File: src/verilog/rsc_pkg.sv
// constants for the chip reset source controller
package rsc_pkg;
    // byte addresses of the register words
    localparam logic [7:0] ADDR_CAUSE_FLAGS = 8'h04;
    localparam logic [7:0] ADDR_FLASH_PROG_CONTROL = 8'h08;
    localparam logic [7:0] ADDR_INT_STATUS = 8'h0C;
    localparam logic [7:0] ADDR_INT_CLEAR = 8'h10;
    localparam logic [7:0] ADDR_INT_ENABLE = 8'h14;
    // cause flag positions
    localparam int CAUSE_POR = 0;
    localparam int CAUSE_PIN = 1;
    localparam int CAUSE_WDT = 2;
    localparam int CAUSE_LVR = 3;
    localparam int CAUSE_BOD = 4;
    localparam int CAUSE_CPU = 5;
    localparam int CAUSE_SYS = 6;
    localparam int CAUSE_COUNT = 7;
    // boot select position in the flash programming control word
    localparam int BOOT_SELECT_POS = 1;
    // values after power-on reset
    localparam logic [6:0] CAUSE_FLAGS_RST = 7'h01;
    localparam logic [6:0] INT_STATUS_RST = 7'h01;
    localparam logic [6:0] INT_ENABLE_RST = 7'h00;
    localparam logic BOOT_SELECT_RST = 1'b0;
    // axi responses
    localparam logic [1:0] RESP_OKAY = 2'h0;
    localparam logic [1:0] RESP_SLVERR = 2'h2;
    // timing: chip reset pulse length
    localparam int CLK_PERIOD_NS = 10;
    localparam int RST_HOLD_NS = 160;
    localparam int RST_HOLD_CYCLES = (RST_HOLD_NS + CLK_PERIOD_NS - 1) / CLK_PERIOD_NS;
endpackage : rsc_pkg

File: src/verilog/rsc_pin_sync.sv
// three flip-flop pin synchroniser with agreement filter
`timescale 1ns/1ps
module rsc_pin_sync
(
    // clock and reset
    input wire logic clk,
    input wire logic rst,
    // pin and filtered level
    input wire logic pin,
    output logic level
);
    logic s1;
    logic s2;
    logic s3;

    always_ff @(posedge clk)
    begin
        if (rst)
        begin
            s1 <= 1'b1;
            s2 <= 1'b1;
            s3 <= 1'b1;
        end
        else
        begin
            s1 <= pin;
            s2 <= s1;
            s3 <= s2;
        end
    end

    // level moves only when second and third stages agree
    always_ff @(posedge clk)
    begin
        if (rst)
            level <= 1'b1;
        else if (s2 == s3)
            level <= s3;
    end
endmodule : rsc_pin_sync

File: src/verilog/rsc_top.sv
// chip reset source controller with axi4-lite register slave
//
// Decided for this implementation: the placing of the registers and register access over AXI4-Lite.
`timescale 1ns/1ps
// Operation
// - any of seven causes starts a whole-chip reset pulse
// - each cause sets its own flag, readable in the cause flag register
// - external reset pin is active low; low level resets the chip
// - system and power-on reset both reset the whole chip and peripherals
// - system reset keeps crystal circuit and boot select bit unchanged
// - power-on reset also resets crystal circuit and boot select bit
// - cause flag register at offset 0x04, read/write, low byte by cause
module rsc_top
#(
    parameter int HOLD_CYCLES = rsc_pkg::RST_HOLD_CYCLES
)
(
    // clock and power-on reset
    input wire logic CORE_CLK,
    input wire logic RST,
    // reset causes
    input wire logic EXT_RESET_N_PIN,
    input wire logic WDT_TIMEOUT,
    input wire logic LOW_VOLTAGE,
    input wire logic BROWN_OUT,
    input wire logic CPU_RESET_REQ,
    input wire logic SYS_RESET_REQ,
    // reset outputs and interrupt
    output logic CHIP_RESET,
    output logic XTAL_RESET,
    output logic BOOT_SELECT,
    output logic IRQ,
    // axi4-lite write address
    input wire logic [7:0] AWADDR,
    input wire logic AWVALID,
    output logic AWREADY,
    // axi4-lite write data
    input wire logic [31:0] WDATA,
    input wire logic [3:0] WSTRB,
    input wire logic WVALID,
    output logic WREADY,
    // axi4-lite write response
    output logic [1:0] BRESP,
    output logic BVALID,
    input wire logic BREADY,
    // axi4-lite read address
    input wire logic [7:0] ARADDR,
    input wire logic ARVALID,
    output logic ARREADY,
    // axi4-lite read data
    output logic [31:0] RDATA,
    output logic [1:0] RRESP,
    output logic RVALID,
    input wire logic RREADY
);
    localparam int CW = $clog2(HOLD_CYCLES + 1);

    if (HOLD_CYCLES < 1)
    begin : g_check
        $error("HOLD_CYCLES must be at least one");
    end

    logic pin_level;
    logic [6:0] cause_hit;
    logic [6:0] cause_flags;
    logic [6:0] int_status;
    logic [6:0] int_enable;
    logic [CW-1:0] hold_cnt;
    logic [7:0] aw_addr;
    logic aw_held;
    logic [31:0] w_data;
    logic [3:0] w_strb;
    logic w_held;
    logic wr_fire;
    logic [6:0] flag_clr;
    logic [6:0] stat_clr;

    // pin from the board crosses into the core clock
    rsc_pin_sync u_pin_sync
    (
        .clk(CORE_CLK),
        .rst(RST),
        .pin(EXT_RESET_N_PIN),
        .level(pin_level)
    );

    // decode of a register address into a known word
    function automatic logic mapped(input logic [7:0] a);
        if (a == rsc_pkg::ADDR_CAUSE_FLAGS)
            mapped = 1'b1;
        else if (a == rsc_pkg::ADDR_FLASH_PROG_CONTROL)
            mapped = 1'b1;
        else if (a == rsc_pkg::ADDR_INT_STATUS)
            mapped = 1'b1;
        else if (a == rsc_pkg::ADDR_INT_CLEAR)
            mapped = 1'b1;
        else if (a == rsc_pkg::ADDR_INT_ENABLE)
            mapped = 1'b1;
        else
            mapped = 1'b0;
    endfunction : mapped

    // cause vector; power-on is taken by RST itself
    always_comb
    begin
        cause_hit = '0;
        cause_hit[rsc_pkg::CAUSE_PIN] = ~pin_level;
        cause_hit[rsc_pkg::CAUSE_WDT] = WDT_TIMEOUT;
        cause_hit[rsc_pkg::CAUSE_LVR] = LOW_VOLTAGE;
        cause_hit[rsc_pkg::CAUSE_BOD] = BROWN_OUT;
        cause_hit[rsc_pkg::CAUSE_CPU] = CPU_RESET_REQ;
        cause_hit[rsc_pkg::CAUSE_SYS] = SYS_RESET_REQ;
    end

    // chip reset pulse, reloaded while any cause stays active
    always_ff @(posedge CORE_CLK)
    begin
        if (RST)
        begin
            hold_cnt <= CW'(HOLD_CYCLES);
            CHIP_RESET <= 1'b1;
        end
        else if (|cause_hit)
        begin
            hold_cnt <= CW'(HOLD_CYCLES);
            CHIP_RESET <= 1'b1;
        end
        else if (hold_cnt != '0)
        begin
            hold_cnt <= hold_cnt - CW'(1);
            CHIP_RESET <= (hold_cnt != CW'(1));
        end
        else
            CHIP_RESET <= 1'b0;
    end

    // crystal reset only follows power-on
    always_ff @(posedge CORE_CLK)
    begin
        if (RST)
            XTAL_RESET <= 1'b1;
        else if (hold_cnt <= CW'(1))
            XTAL_RESET <= 1'b0;
    end

    // write channel holding
    assign wr_fire = aw_held && w_held && !BVALID;

    always_ff @(posedge CORE_CLK)
    begin
        if (RST)
        begin
            aw_held <= 1'b0;
            AWREADY <= 1'b0;
            aw_addr <= 8'h00;
        end
        else if (AWVALID && AWREADY)
        begin
            aw_held <= 1'b1;
            AWREADY <= 1'b0;
            aw_addr <= AWADDR;
        end
        else if (wr_fire)
            aw_held <= 1'b0;
        else
            AWREADY <= !aw_held && !BVALID;
    end

    always_ff @(posedge CORE_CLK)
    begin
        if (RST)
        begin
            w_held <= 1'b0;
            WREADY <= 1'b0;
            w_data <= 32'h0000_0000;
            w_strb <= 4'h0;
        end
        else if (WVALID && WREADY)
        begin
            w_held <= 1'b1;
            WREADY <= 1'b0;
            w_data <= WDATA;
            w_strb <= WSTRB;
        end
        else if (wr_fire)
            w_held <= 1'b0;
        else
            WREADY <= !w_held && !BVALID;
    end

    always_ff @(posedge CORE_CLK)
    begin
        if (RST)
        begin
            BVALID <= 1'b0;
            BRESP <= rsc_pkg::RESP_OKAY;
        end
        else if (wr_fire)
        begin
            BVALID <= 1'b1;
            BRESP <= mapped(aw_addr) ? rsc_pkg::RESP_OKAY : rsc_pkg::RESP_SLVERR;
        end
        else if (BREADY)
            BVALID <= 1'b0;
    end

    // write-one-to-clear strobes, low byte lane only
    always_comb
    begin
        flag_clr = '0;
        stat_clr = '0;
        if (wr_fire && w_strb[0])
        begin
            if (aw_addr == rsc_pkg::ADDR_CAUSE_FLAGS)
                flag_clr = w_data[6:0];
            else if (aw_addr == rsc_pkg::ADDR_INT_CLEAR)
                stat_clr = w_data[6:0];
        end
    end

    // cause flags: set wins over clear, untouched by the chip reset
    always_ff @(posedge CORE_CLK)
    begin
        if (RST)
            cause_flags <= rsc_pkg::CAUSE_FLAGS_RST;
        else
            cause_flags <= (cause_flags & ~flag_clr) | cause_hit;
    end

    // interrupt status, sticky
    always_ff @(posedge CORE_CLK)
    begin
        if (RST)
            int_status <= rsc_pkg::INT_STATUS_RST;
        else
            int_status <= (int_status & ~stat_clr) | cause_hit;
    end

    // interrupt enable, cleared by every chip reset
    always_ff @(posedge CORE_CLK)
    begin
        if (RST || CHIP_RESET || (|cause_hit))
            int_enable <= rsc_pkg::INT_ENABLE_RST;
        else if (wr_fire && w_strb[0] && aw_addr == rsc_pkg::ADDR_INT_ENABLE)
            int_enable <= w_data[6:0];
    end

    // boot select survives system reset, cleared at power-on, loaded from bit 1 by a flash programming control write
    always_ff @(posedge CORE_CLK)
    begin
        if (RST)
            BOOT_SELECT <= rsc_pkg::BOOT_SELECT_RST;
        else if (wr_fire && w_strb[0] && aw_addr == rsc_pkg::ADDR_FLASH_PROG_CONTROL)
            BOOT_SELECT <= w_data[rsc_pkg::BOOT_SELECT_POS];
    end

    always_ff @(posedge CORE_CLK)
    begin
        if (RST)
            IRQ <= 1'b0;
        else
            IRQ <= |(int_status & int_enable);
    end

    // read channel
    always_ff @(posedge CORE_CLK)
    begin
        if (RST)
        begin
            ARREADY <= 1'b0;
            RVALID <= 1'b0;
            RDATA <= 32'h0000_0000;
            RRESP <= rsc_pkg::RESP_OKAY;
        end
        else if (ARVALID && ARREADY)
        begin
            ARREADY <= 1'b0;
            RVALID <= 1'b1;
            RRESP <= mapped(ARADDR) ? rsc_pkg::RESP_OKAY : rsc_pkg::RESP_SLVERR;
            if (ARADDR == rsc_pkg::ADDR_CAUSE_FLAGS)
                RDATA <= {25'h0, cause_flags};
            else if (ARADDR == rsc_pkg::ADDR_FLASH_PROG_CONTROL)
                RDATA <= {30'h0, BOOT_SELECT, 1'b0};
            else if (ARADDR == rsc_pkg::ADDR_INT_STATUS)
                RDATA <= {25'h0, int_status};
            else if (ARADDR == rsc_pkg::ADDR_INT_ENABLE)
                RDATA <= {25'h0, int_enable};
            else
                RDATA <= 32'h0000_0000;
        end
        else if (RVALID)
        begin
            if (RREADY)
                RVALID <= 1'b0;
        end
        else
            ARREADY <= 1'b1;
    end
endmodule : rsc_top
File: config.mk
export PLATFORM = sky130hd
export DESIGN_NAME = rsc_top
export DESIGN_NICKNAME = d
export VERILOG_FILES = /design/src/verilog/rsc_pkg.sv /design/src/verilog/rsc_pin_sync.sv /design/src/verilog/rsc_top.sv
export SDC_FILE = /design/constraint.sdc
export NUM_CORES = 1
export LEC_CHECK = 0
export BUFFER_PORTS_ARGS = -buffer_cell sky130_fd_sc_hd__buf_4
export CAP_MARGIN = 20
export CORE_ASPECT_RATIO = 2
export CORE_MARGIN = 10
export CORE_UTILIZATION = 48
export DETAILED_ROUTE_END_ITERATION = 6
export PLACE_DENSITY = 0.81
export RECOVER_POWER = 25
export SYNTH_ARGS = -nofsm -noshare
export SYNTH_HDL_FRONTEND = slang
export SYNTH_SLANG_ARGS = --single-unit
File: constraint.sdc
create_clock -name CORE_CLK -period 1.9 [get_ports CORE_CLK]
set_input_delay 0.19 -clock CORE_CLK [delete_from_list [all_inputs] [get_ports CORE_CLK]]
set_output_delay 0.19 -clock CORE_CLK [all_outputs]
set_load 0.02 [all_outputs]
==> results.sh, run 1 <==
export IMPL_final_setup_worst_slack_ns=0.128
export IMPL_die_h_um=129
export IMPL_num_vias=2369
export IMPL_antennaDiodeCount=0
export IMPL_synth_top_family_by_area="simple AND/OR/NAND/NOR gates"
export IMPL_fp_dieW_um=74.5
export IMPL_whs_path_depth=2
export IMPL_cap_violations=0
export IMPL_muxShareOfSynthArea_pct=4.96
export IMPL_ys_ff_latch=66
export IMPL_r2r_start="aw_addr[6]"
export IMPL_rsz0062_at_grt="no"
export IMPL_p_per_area_nw_per_um2=1010
export IMPL_wl_per_cell_um=14.4
export IMPL_grt_first_pass_wirelength_mm=10.5
export IMPL_r2r_end="BRESP[1]"
export IMPL_cts_buffer_depth=2
export IMPL_place_gp_congestion=0.796
export IMPL_rows=39
export IMPL_antenna_left=0
export IMPL_drc=0
export IMPL_overflow=0
export IMPL_worstRegToRegCells=4
export IMPL_yosys_area_share_simple_pct=21.3
export IMPL_ioPinCount=110
export IMPL_maxSlewViolCount=0
export IMPL_syn_instance_count=324
export IMPL_die_area_um2=9600
export IMPL_port_buffers=54
export IMPL_htreeDepth=3
export IMPL_cts_buffers=9
export IMPL_nets=449
export IMPL_hp_class="in2reg"
export IMPL_cts_sinks=66
export IMPL_ir_drop_v=0.000546
export IMPL_clock_latency_ns=0.33
export IMPL_setup_viol=0
export IMPL_synth_compound_area_share_pct=16.3
export IMPL_outcome="finished, final reports clean"
export IMPL_clock_root_buffer="clkbuf_16"
export IMPL_fmax_ghz=0.564
export IMPL_synth_cell_types=43
export IMPL_async_flop_share_pct=0
export IMPL_grt_max_degree=29
export IMPL_wl_mm=6.45
export IMPL_drive_above_1_share_pct=18.9
export IMPL_firstDrtPassIters=4
export IMPL_crit_fanout=5
export IMPL_yosysWarnings=0
export IMPL_r2r_slack_ns=0.13
export IMPL_path_clk_slew_ns=0.05
export IMPL_layout_commonest_cell="dfxtp_1"
export IMPL_hold_viol=0
export IMPL_vias_per_cell=5.29
export IMPL_coreArea_um2=5760
export IMPL_finalSetupTns_ns=0
export IMPL_area_growth_syn_to_layout_pct=23.1
export IMPL_first_global_vias=2395
export IMPL_cp_start_kind="flip-flop"
export IMPL_cp_arrival_ns=1.98
export IMPL_leakage_nw=1.38
export IMPL_critPathCaptureType="flip-flop"
export IMPL_grt_antenna_before_repair=0
export IMPL_cts_tree="built"
export IMPL_finClkSkew_ns=0.00370
export IMPL_period_share_pct=93.3
export IMPL_dp_slack_ns=0.0782
export IMPL_post_cts_setup_buffers=0
export IMPL_relSlewSlack_pct=59.5
export IMPL_crit_start="aw_addr[6]"
export IMPL_crit_type="reg2reg"
export IMPL_track_usage_pct=14.1
export IMPL_mostFrequentLayoutCells="dfxtp_1, nand2_1, buf_4"
export IMPL_crit_end="BRESP[1]"
export IMPL_synth_edff_count=0
export IMPL_start_util_pct=49.5
export IMPL_required_ns=2.11
export IMPL_drtIter0Drc=91
export IMPL_synth_adder_area_share_pct=0.879
export IMPL_dpl_hpwl_mm=4.85
export IMPL_seq_area_frac_synth_pct=46.4
export IMPL_ys_flop_type="dfxtp_1"
export IMPL_synth_area_um2=2850
export IMPL_synth_avg_cell_area_um2=8.79
export IMPL_period_needed_ns=1.77
export IMPL_tightest_slew_ns=0.607
export IMPL_synthXorXnorAreaFrac_pct=0.615
synthesized netlist by cell type, drive strengths merged, types with 4 or more instances:
cell type | n | share of area [%]
dfxtp | 66 | 46
nand2 | 51 | 6.7
buf | 30 | 7.5
nor2 | 28 | 3.7
a21oi | 26 | 4.6
mux2i | 13 | 4.6
nor2b | 12 | 2.6
o21ai | 12 | 2.1
a211oi | 11 | 2.9
nor3 | 9 | 2.0
clkbuf | 8 | 1.1
inv | 7 | 0.92
a22o | 6 | 1.8
or2 | 5 | 1.1
a2111oi | 4 | 1.2
or4 | 4 | 1.2
stage by stage:
| stage | utilization (%) | hold slack, ns | cells | instance area (µm²) | power, mW |
|---|---|---|---|---|---|
| 2_1_floorplan | - | 0.294 | 350 | 2950 | 1.73 |
| 3_3_place_gp | 55.9 | 0.375 | 432 | 3220 | 1.79 |
| 3_5_place_dp | 55.9 | 0.379 | 432 | 3220 | 1.80 |
| 4_1_cts | 61.5 | 0.0344 | 448 | 3540 | 3.55 |
| 5_1_grt | 60.9 | 0.0358 | 448 | 3500 | 3.64 |
| 6_report | 60.9 | 0.0417 | 448 | 3500 | 3.52 |
registers in the layout (all words and copies together), names as in the netlist, 5 cells and up:
name / flops
aw_addr: 8
RDATA: 7
cause_flags: 7
int_enable: 7
int_status: 7
w_data: 7
hold_cnt: 5
what timing repair did:
item	in CTS	in global routing
resized for setup	0	1
endpoints found under the setup margin	0	2
hold buffers	0	0
layer usage:
| layer | routed length (µm) | global-route usage (%) | part of all wire, % | vias to the layer above |
|---|---|---|---|---|
| li1 | - | - | - | 1194 |
| met1 | 2320 | 12.9 | 36 | 1066 |
| met2 | 3310 | 24.4 | 51 | 86 |
| met3 | 460 | 4.16 | 7.1 | 23 |
| met4 | 355 | 12.2 | 5.5 | 0 |
| met5 | 0 | 0 | 0 | - |
critical path, cell delays in order, from the launching register on:
cell	delay, ns
dfxtp_1	0.31
or4_4	0.55
or2_2	0.35
a2111oi_1	0.35
nor3_1	0.09
where the power goes:
group	leakage (nW)	internal (mW)	switching, mW
Sequential	0.539	1.44	0.0412
Combinational	0.687	0.118	0.178
Clock	0.156	1.18	0.574
Total	1.38	2.73	0.793
how the worst min path moves through the flow:
stage / startpoint / endpoint
2_1_floorplan: EXT_RESET_N_PIN / u_pin_sync.s1
4_1_cts: EXT_RESET_N_PIN / u_pin_sync.s1
3_3_place_gp: EXT_RESET_N_PIN / u_pin_sync.s1
5_1_grt: EXT_RESET_N_PIN / u_pin_sync.s1
6_report: EXT_RESET_N_PIN / u_pin_sync.s1
3_5_place_dp: EXT_RESET_N_PIN / u_pin_sync.s1
area by class of cell:
| cell class | instances | area, µm² |
|---|---|---|
| inverters | 7 | 26.3 |
| clock inverters | 5 | 77.6 |
| well taps | 61 | 76.3 |
| clock buffers | 11 | 243 |
| repair buffers | 59 | 405 |
| multi-input cells | 239 | 1360 |
| flip-flops and latches | 66 | 1320 |
| fillers | 520 | 2250 |
cells by family after synthesis:
logic type      count (synthesis)
fa+ha+maj                       2
buf+inv                        45
flops                          66
mux                            14
simple gates                  122
xor+xnor                        2
compound gates                 72
other cells                     1
Power figures use the tool's default switching activity.
==> inputs of run 2 (changes only) <==
- SYNTH_HIERARCHICAL: default -> 1
==> results.sh, run 2 <==
export IMPL_cp_start_kind="flip-flop"
export IMPL_wl_per_cell_um=14.7
export IMPL_cap_violations=0
export IMPL_coreArea_um2=5710
export IMPL_syn_instance_count=325
export IMPL_firstDrtPassIters=4
export IMPL_area_growth_syn_to_layout_pct=24.8
export IMPL_relSlewSlack_pct=63.2
export IMPL_track_usage_pct=14.0
export IMPL_seq_area_frac_synth_pct=46.6
export IMPL_wl_mm=6.70
export IMPL_dpl_instance_area_um2=3230
export IMPL_crit_fanout=6
export IMPL_dpl_hpwl_mm=5.18
export IMPL_finClkSkew_ns=0.00469
export IMPL_ys_flop_type="dfxtp_1"
export IMPL_crit_start="aw_addr[6]"
export IMPL_antennaDiodeCount=0
export IMPL_path_clk_slew_ns=0.05
export IMPL_p_per_area_nw_per_um2=1020
export IMPL_combPwrFrac_pct=8.1
export IMPL_fp_dieW_um=74.4
export IMPL_yosysWarnings=6
export IMPL_final_fill_count=505
export IMPL_mostFrequentLayoutCells="dfxtp_1, nand2_1, buf_4"
export IMPL_antenna_left=0
export IMPL_crit_chain="or4_4 > or2_2 > nor3_4 > buf_4 > a211oi_1"
export IMPL_netlist_area_leader_share_pct=46.6
export IMPL_final_area_um2=3540
export IMPL_synth_avg_cell_area_um2=8.73
export IMPL_ir_drop_v=0.000702
export IMPL_seq_power_share_pct=40.8
export IMPL_path_buf_inv=1
export IMPL_rows=39
export IMPL_ioPinCount=110
export IMPL_cp_arrival_ns=2.01
export IMPL_r2r_start="aw_addr[6]"
export IMPL_period_needed_ns=1.82
export IMPL_vias_per_cell=5.28
export IMPL_first_global_vias=2480
export IMPL_grt_antenna_before_repair=0
export IMPL_yosys_cell_count_top_type="dfxtp_1"
export IMPL_hp_class="in2reg"
export IMPL_p_sw_mw=0.791
export IMPL_setup_viol=0
export IMPL_switching_share_pct=21.8
export IMPL_nets=456
export IMPL_ys_top_cells_by_area="dfxtp_1, buf_4, nand2_1"
export IMPL_synth_area_um2=2840
export IMPL_regMostFlops="aw_addr"
export IMPL_grt_max_degree=46
export IMPL_fmax_ghz=0.549
export IMPL_largest_register_ffs=8
export IMPL_p_int_mw=2.83
export IMPL_rsz0062_at_grt="no"
export IMPL_crit_type="reg2reg"
export IMPL_clock_latency_ns=0.33
export IMPL_synth_edff_count=0
export IMPL_async_flop_share_pct=0
export IMPL_clock_root_buffer="clkbuf_16"
export IMPL_htreeDepth=3
export IMPL_synth_commonest_cells="dfxtp_1, nand2_1, nor2_1"
export IMPL_leakage_nw=1.41
export IMPL_cts_buffer_depth=2
export IMPL_outcome="finished, final reports clean"
export IMPL_crit_path_top_delay_cell="or4_4"
export IMPL_period_share_pct=95.8
export IMPL_synth_area_leader_cell="dfxtp_1"
export IMPL_die_area_um2=9570
export IMPL_cts_sinks=66
export IMPL_cts_tree="built"
export IMPL_maxSlewViolCount=0
export IMPL_cts_buffers=9
export IMPL_synth_cell_types=44
export IMPL_ys_ff_latch=66
export IMPL_layout_commonest_cell="dfxtp_1"
export IMPL_hold_start="EXT_RESET_N_PIN"
export IMPL_grt_first_pass_wirelength_mm=10.7
export IMPL_clkPwrFrac_pct=51.1
export IMPL_place_gp_congestion=0.769
export IMPL_start_util_pct=49.7
export IMPL_drc=0
export IMPL_critPathCaptureType="flip-flop"
export IMPL_critPathTopFamily="simple AND/OR/NAND/NOR gates"
export IMPL_finalSetupTns_ns=0
export IMPL_required_ns=2.09
export IMPL_num_vias=2404
export IMPL_hold_viol=0
export IMPL_slowest_delay_ns=0.55
export IMPL_overflow=0
export IMPL_drtIter0Drc=98
export IMPL_drive_above_1_share_pct=18.0
export IMPL_tightest_slew_ns=0.552
export IMPL_port_buffers=54
export IMPL_die_h_um=129
[run 2: changes by cell type after synthesis, sizes merged, moves of 2 or more]
cell,change
buf,-3
a221oi,+2
o21ai,-6
a22oi,+6
mux2i,-6
nand3,+6
a311oi,-2
[run 2: metrics by stage]
step	worst slack (ns)	util, %	power [mW]	instances	hold WS [ns]
floorplan	0.125	-	1.72	351	0.287
global placement	0.0798	56.6	1.79	437	0.372
detailed placement	0.0741	56.6	1.80	437	0.375
CTS	0.0612	62.5	3.64	453	0.0603
global route	0.0287	62.0	3.72	455	0.0638
finish	0.0798	62.0	3.62	455	0.0627
[run 2: per-layer routing]
| metal | share of wire [%] | track usage (%) | vias up |
|---|---|---|---|
| met1 | 34 | 12.3 | 1103 |
| met2 | 56 | 25.3 | 80 |
| li1 | - | - | 1208 |
| met5 | 0 | 0 | - |
| met3 | 7.6 | 5.16 | 13 |
| met4 | 2.6 | 8.44 | 0 |
[run 2: power groups by stage]
stage          logic [mW]  registers (mW)  clock network (mW)
2_1_floorplan       0.211            1.51                   0
3_3_place_gp        0.285            1.50                   0
3_5_place_dp        0.291            1.50                   0
4_1_cts             0.293            1.48                1.87
5_1_grt             0.325            1.48                1.92
6_report            0.292            1.48                1.85
[run 2: layout make-up]
type                            instances  area [µm²]  share of cell area [%]
Timing Repair Buffer                   63         424                    12.0
Sequential cell                        66        1320                    37.3
Inverter                                8        30.0                   0.848
Multi-Input combinational cell        241        1350                    38.2
Tap cell                               61        76.3                    2.16
Clock buffer                           11         233                    6.57
Clock inverter                          5         103                    2.90
[run 2: cells by family after synthesis]
family                   share of synthesized area (%)
XOR/XNOR                                         0.617
AO/OA/AOI/OAI                                     16.8
buffers and inverters                             9.39
other                                            0.132
AND/OR/NAND/NOR                                   22.7
adder cells (fa/ha/maj)                          0.882
flip-flops                                        46.6
multiplexers                                      2.87
[run 2: repair_timing]
item / 4_1_cts / 5_1_grt
hold buffers: 0 / 0
hold endpoints to repair: 0 / 0
buffers inserted: 0 / 2
endpoints found under the setup margin: 0 / 3
resized for setup: 0 / 2
[run 2: final timing paths]
kind / to / slack [ns] / depth (start not counted)
max: cause_flags[5] / 0.08 / 5
min: u_pin_sync/s1 / 0.06 / 2
max reg2reg: cause_flags[5] / 0.08 / 5
min reg2reg: u_pin_sync/s2 / 0.42 / 1
==> inputs of run 3 (changes only) <==
- PLACE_DENSITY: 0.81 -> 0.82
==> results.sh, run 3 (synthesized netlist as in run 2, its figures left out) <==
export IMPL_final_area_um2=3540
export IMPL_setup_viol=0
export IMPL_ir_drop_v=0.000972
export IMPL_grt_antenna_before_repair=0
export IMPL_path_clk_slew_ns=0.05
export IMPL_firstDrtPassIters=5
export IMPL_cp_arrival_ns=1.98
export IMPL_num_vias=2406
export IMPL_largest_register_ffs=8
export IMPL_p_per_area_nw_per_um2=1070
export IMPL_track_usage_pct=13.7
export IMPL_ioPinCount=110
export IMPL_wl_mm=6.60
export IMPL_period_share_pct=93.8
export IMPL_r2r_start="aw_addr[6]"
export IMPL_clock_root_buffer="clkbuf_16"
export IMPL_worstRegToRegCells=4
export IMPL_die_h_um=129
export IMPL_hold_viol=0
export IMPL_vias_per_cell=5.35
export IMPL_holdWs_ns=0.0432
export IMPL_regMostFlops="aw_addr"
export IMPL_slowest_delay_ns=0.55
export IMPL_crit_fanout=7
export IMPL_hp_class="in2reg"
export IMPL_relSlewSlack_pct=59.4
export IMPL_dpl_instance_area_um2=3210
export IMPL_clock_latency_ns=0.33
export IMPL_outcome="finished, final reports clean"
export IMPL_maxSlewViolCount=0
export IMPL_antennaDiodeCount=0
export IMPL_place_gp_congestion=0.787
export IMPL_dpl_hpwl_mm=5.08
export IMPL_required_ns=2.09
export IMPL_cp_start_kind="flip-flop"
export IMPL_crit_path_top_delay_cell="or4_4"
export IMPL_cts_buffer_depth=2
export IMPL_crit_chain="or4_4 > or2_2 > nor3_4 > a211oi_1"
export IMPL_cts_sinks=66
export IMPL_final_util_pct=62.0
export IMPL_grt_max_degree=46
export IMPL_path_depth=4
export IMPL_mostFrequentLayoutCells="dfxtp_1, nand2_1, buf_4"
export IMPL_coreArea_um2=5710
export IMPL_wl_per_cell_um=14.7
export IMPL_crit_start="aw_addr[6]"
export IMPL_tightest_slew_ns=0.609
export IMPL_grt_first_pass_wirelength_mm=10.4
export IMPL_rsz0062_at_grt="no"
export IMPL_die_area_um2=9570
export IMPL_nets=451
export IMPL_cts_tree="built"
export IMPL_post_cts_setup_buffers=0
export IMPL_overflow=0
export IMPL_path_buf_inv=0
export IMPL_drtIter0Drc=99
export IMPL_cap_violations=0
export IMPL_critPathCaptureType="flip-flop"
export IMPL_r2r_end="cause_flags[3]"
export IMPL_layout_commonest_cell="dfxtp_1"
export IMPL_rows=39
export IMPL_critPathTopFamily="simple AND/OR/NAND/NOR gates"
export IMPL_drc=0
export IMPL_final_fill_count=529
export IMPL_period_needed_ns=1.78
export IMPL_antenna_left=0
export IMPL_fp_dieW_um=74.4
export IMPL_fmax_ghz=0.561
export IMPL_area_growth_syn_to_layout_pct=24.7
export IMPL_cts_buffers=9
export IMPL_start_util_pct=49.7
export IMPL_htreeDepth=3
export IMPL_crit_type="reg2reg"
export IMPL_port_buffers=54
export IMPL_drive_above_1_share_pct=17.7
export IMPL_crit_end="cause_flags[3]"
export IMPL_finClkSkew_ns=0.00527
export IMPL_r2r_slack_ns=0.12
export IMPL_finalSetupTns_ns=0
export IMPL_first_global_vias=2415
export IMPL_leakage_nw=1.41
## run 3: cell types whose count changed in the layout (fill, tap and decap cells not counted)
| cell | delta |
|---|---|
| bufinv_16 | +1 |
| clkinv_4 | +1 |
| clkbuf_1 | -3 |
| buf_4 | -4 |
## run 3: final cells by class
type | instances | area (µm²) | share of cell area, %
clock buffer | 9 | 225 | 6.36
clock inverter | 7 | 141 | 4.00
inverter | 8 | 30.0 | 0.849
multi-input combinational | 241 | 1350 | 38.3
sequential | 66 | 1320 | 37.3
tap | 61 | 76.3 | 2.16
timing repair buffer | 58 | 390 | 11.0
## run 3: per-stage QoR
step                power (mW)  instances  setup WS [ns]
finish                    3.77        450          0.117
global route              3.88        450         0.0265
CTS                       3.79        450         0.0108
detailed placement        1.79        434         0.0139
global placement          1.78        434         0.0796
floorplan                 1.72        351          0.125
## run 3: what timing repair did
item / in CTS / in global routing
resized for setup: 0 / 2
endpoints found under the setup margin: 0 / 5
hold buffers: 0 / 0
endpoints found under the hold margin: 0 / 0
## run 3: how the worst min path moves through the flow
stage	slack, ns	cells after the start	startpoint	to
floorplan	0.29	1	EXT_RESET_N_PIN	u_pin_sync/s1
global placement	0.37	2	EXT_RESET_N_PIN	u_pin_sync/s1
detailed placement	0.38	2	EXT_RESET_N_PIN	u_pin_sync/s1
CTS	0.04	2	EXT_RESET_N_PIN	u_pin_sync/s1
global route	0.05	2	EXT_RESET_N_PIN	u_pin_sync/s1
finish	0.04	2	EXT_RESET_N_PIN	u_pin_sync/s1
## run 3: where the power goes
group / leakage, nW / internal [mW] / switching, mW
sequential: 0.539 / 1.44 / 0.0407
clock: 0.176 / 1.41 / 0.591
combinational: 0.697 / 0.114 / 0.177
total: 1.41 / 2.96 / 0.808
## run 3: metal layers
metal	part of all wire, %	GRT usage, %	vias up	routed length [µm]
met3	7.2	4.16	25	475
li1	-	-	1197	-
met5	0	0	-	0
met2	52	24.1	82	3460
met4	5.2	11.5	0	346
met1	35	11.9	1102	2320
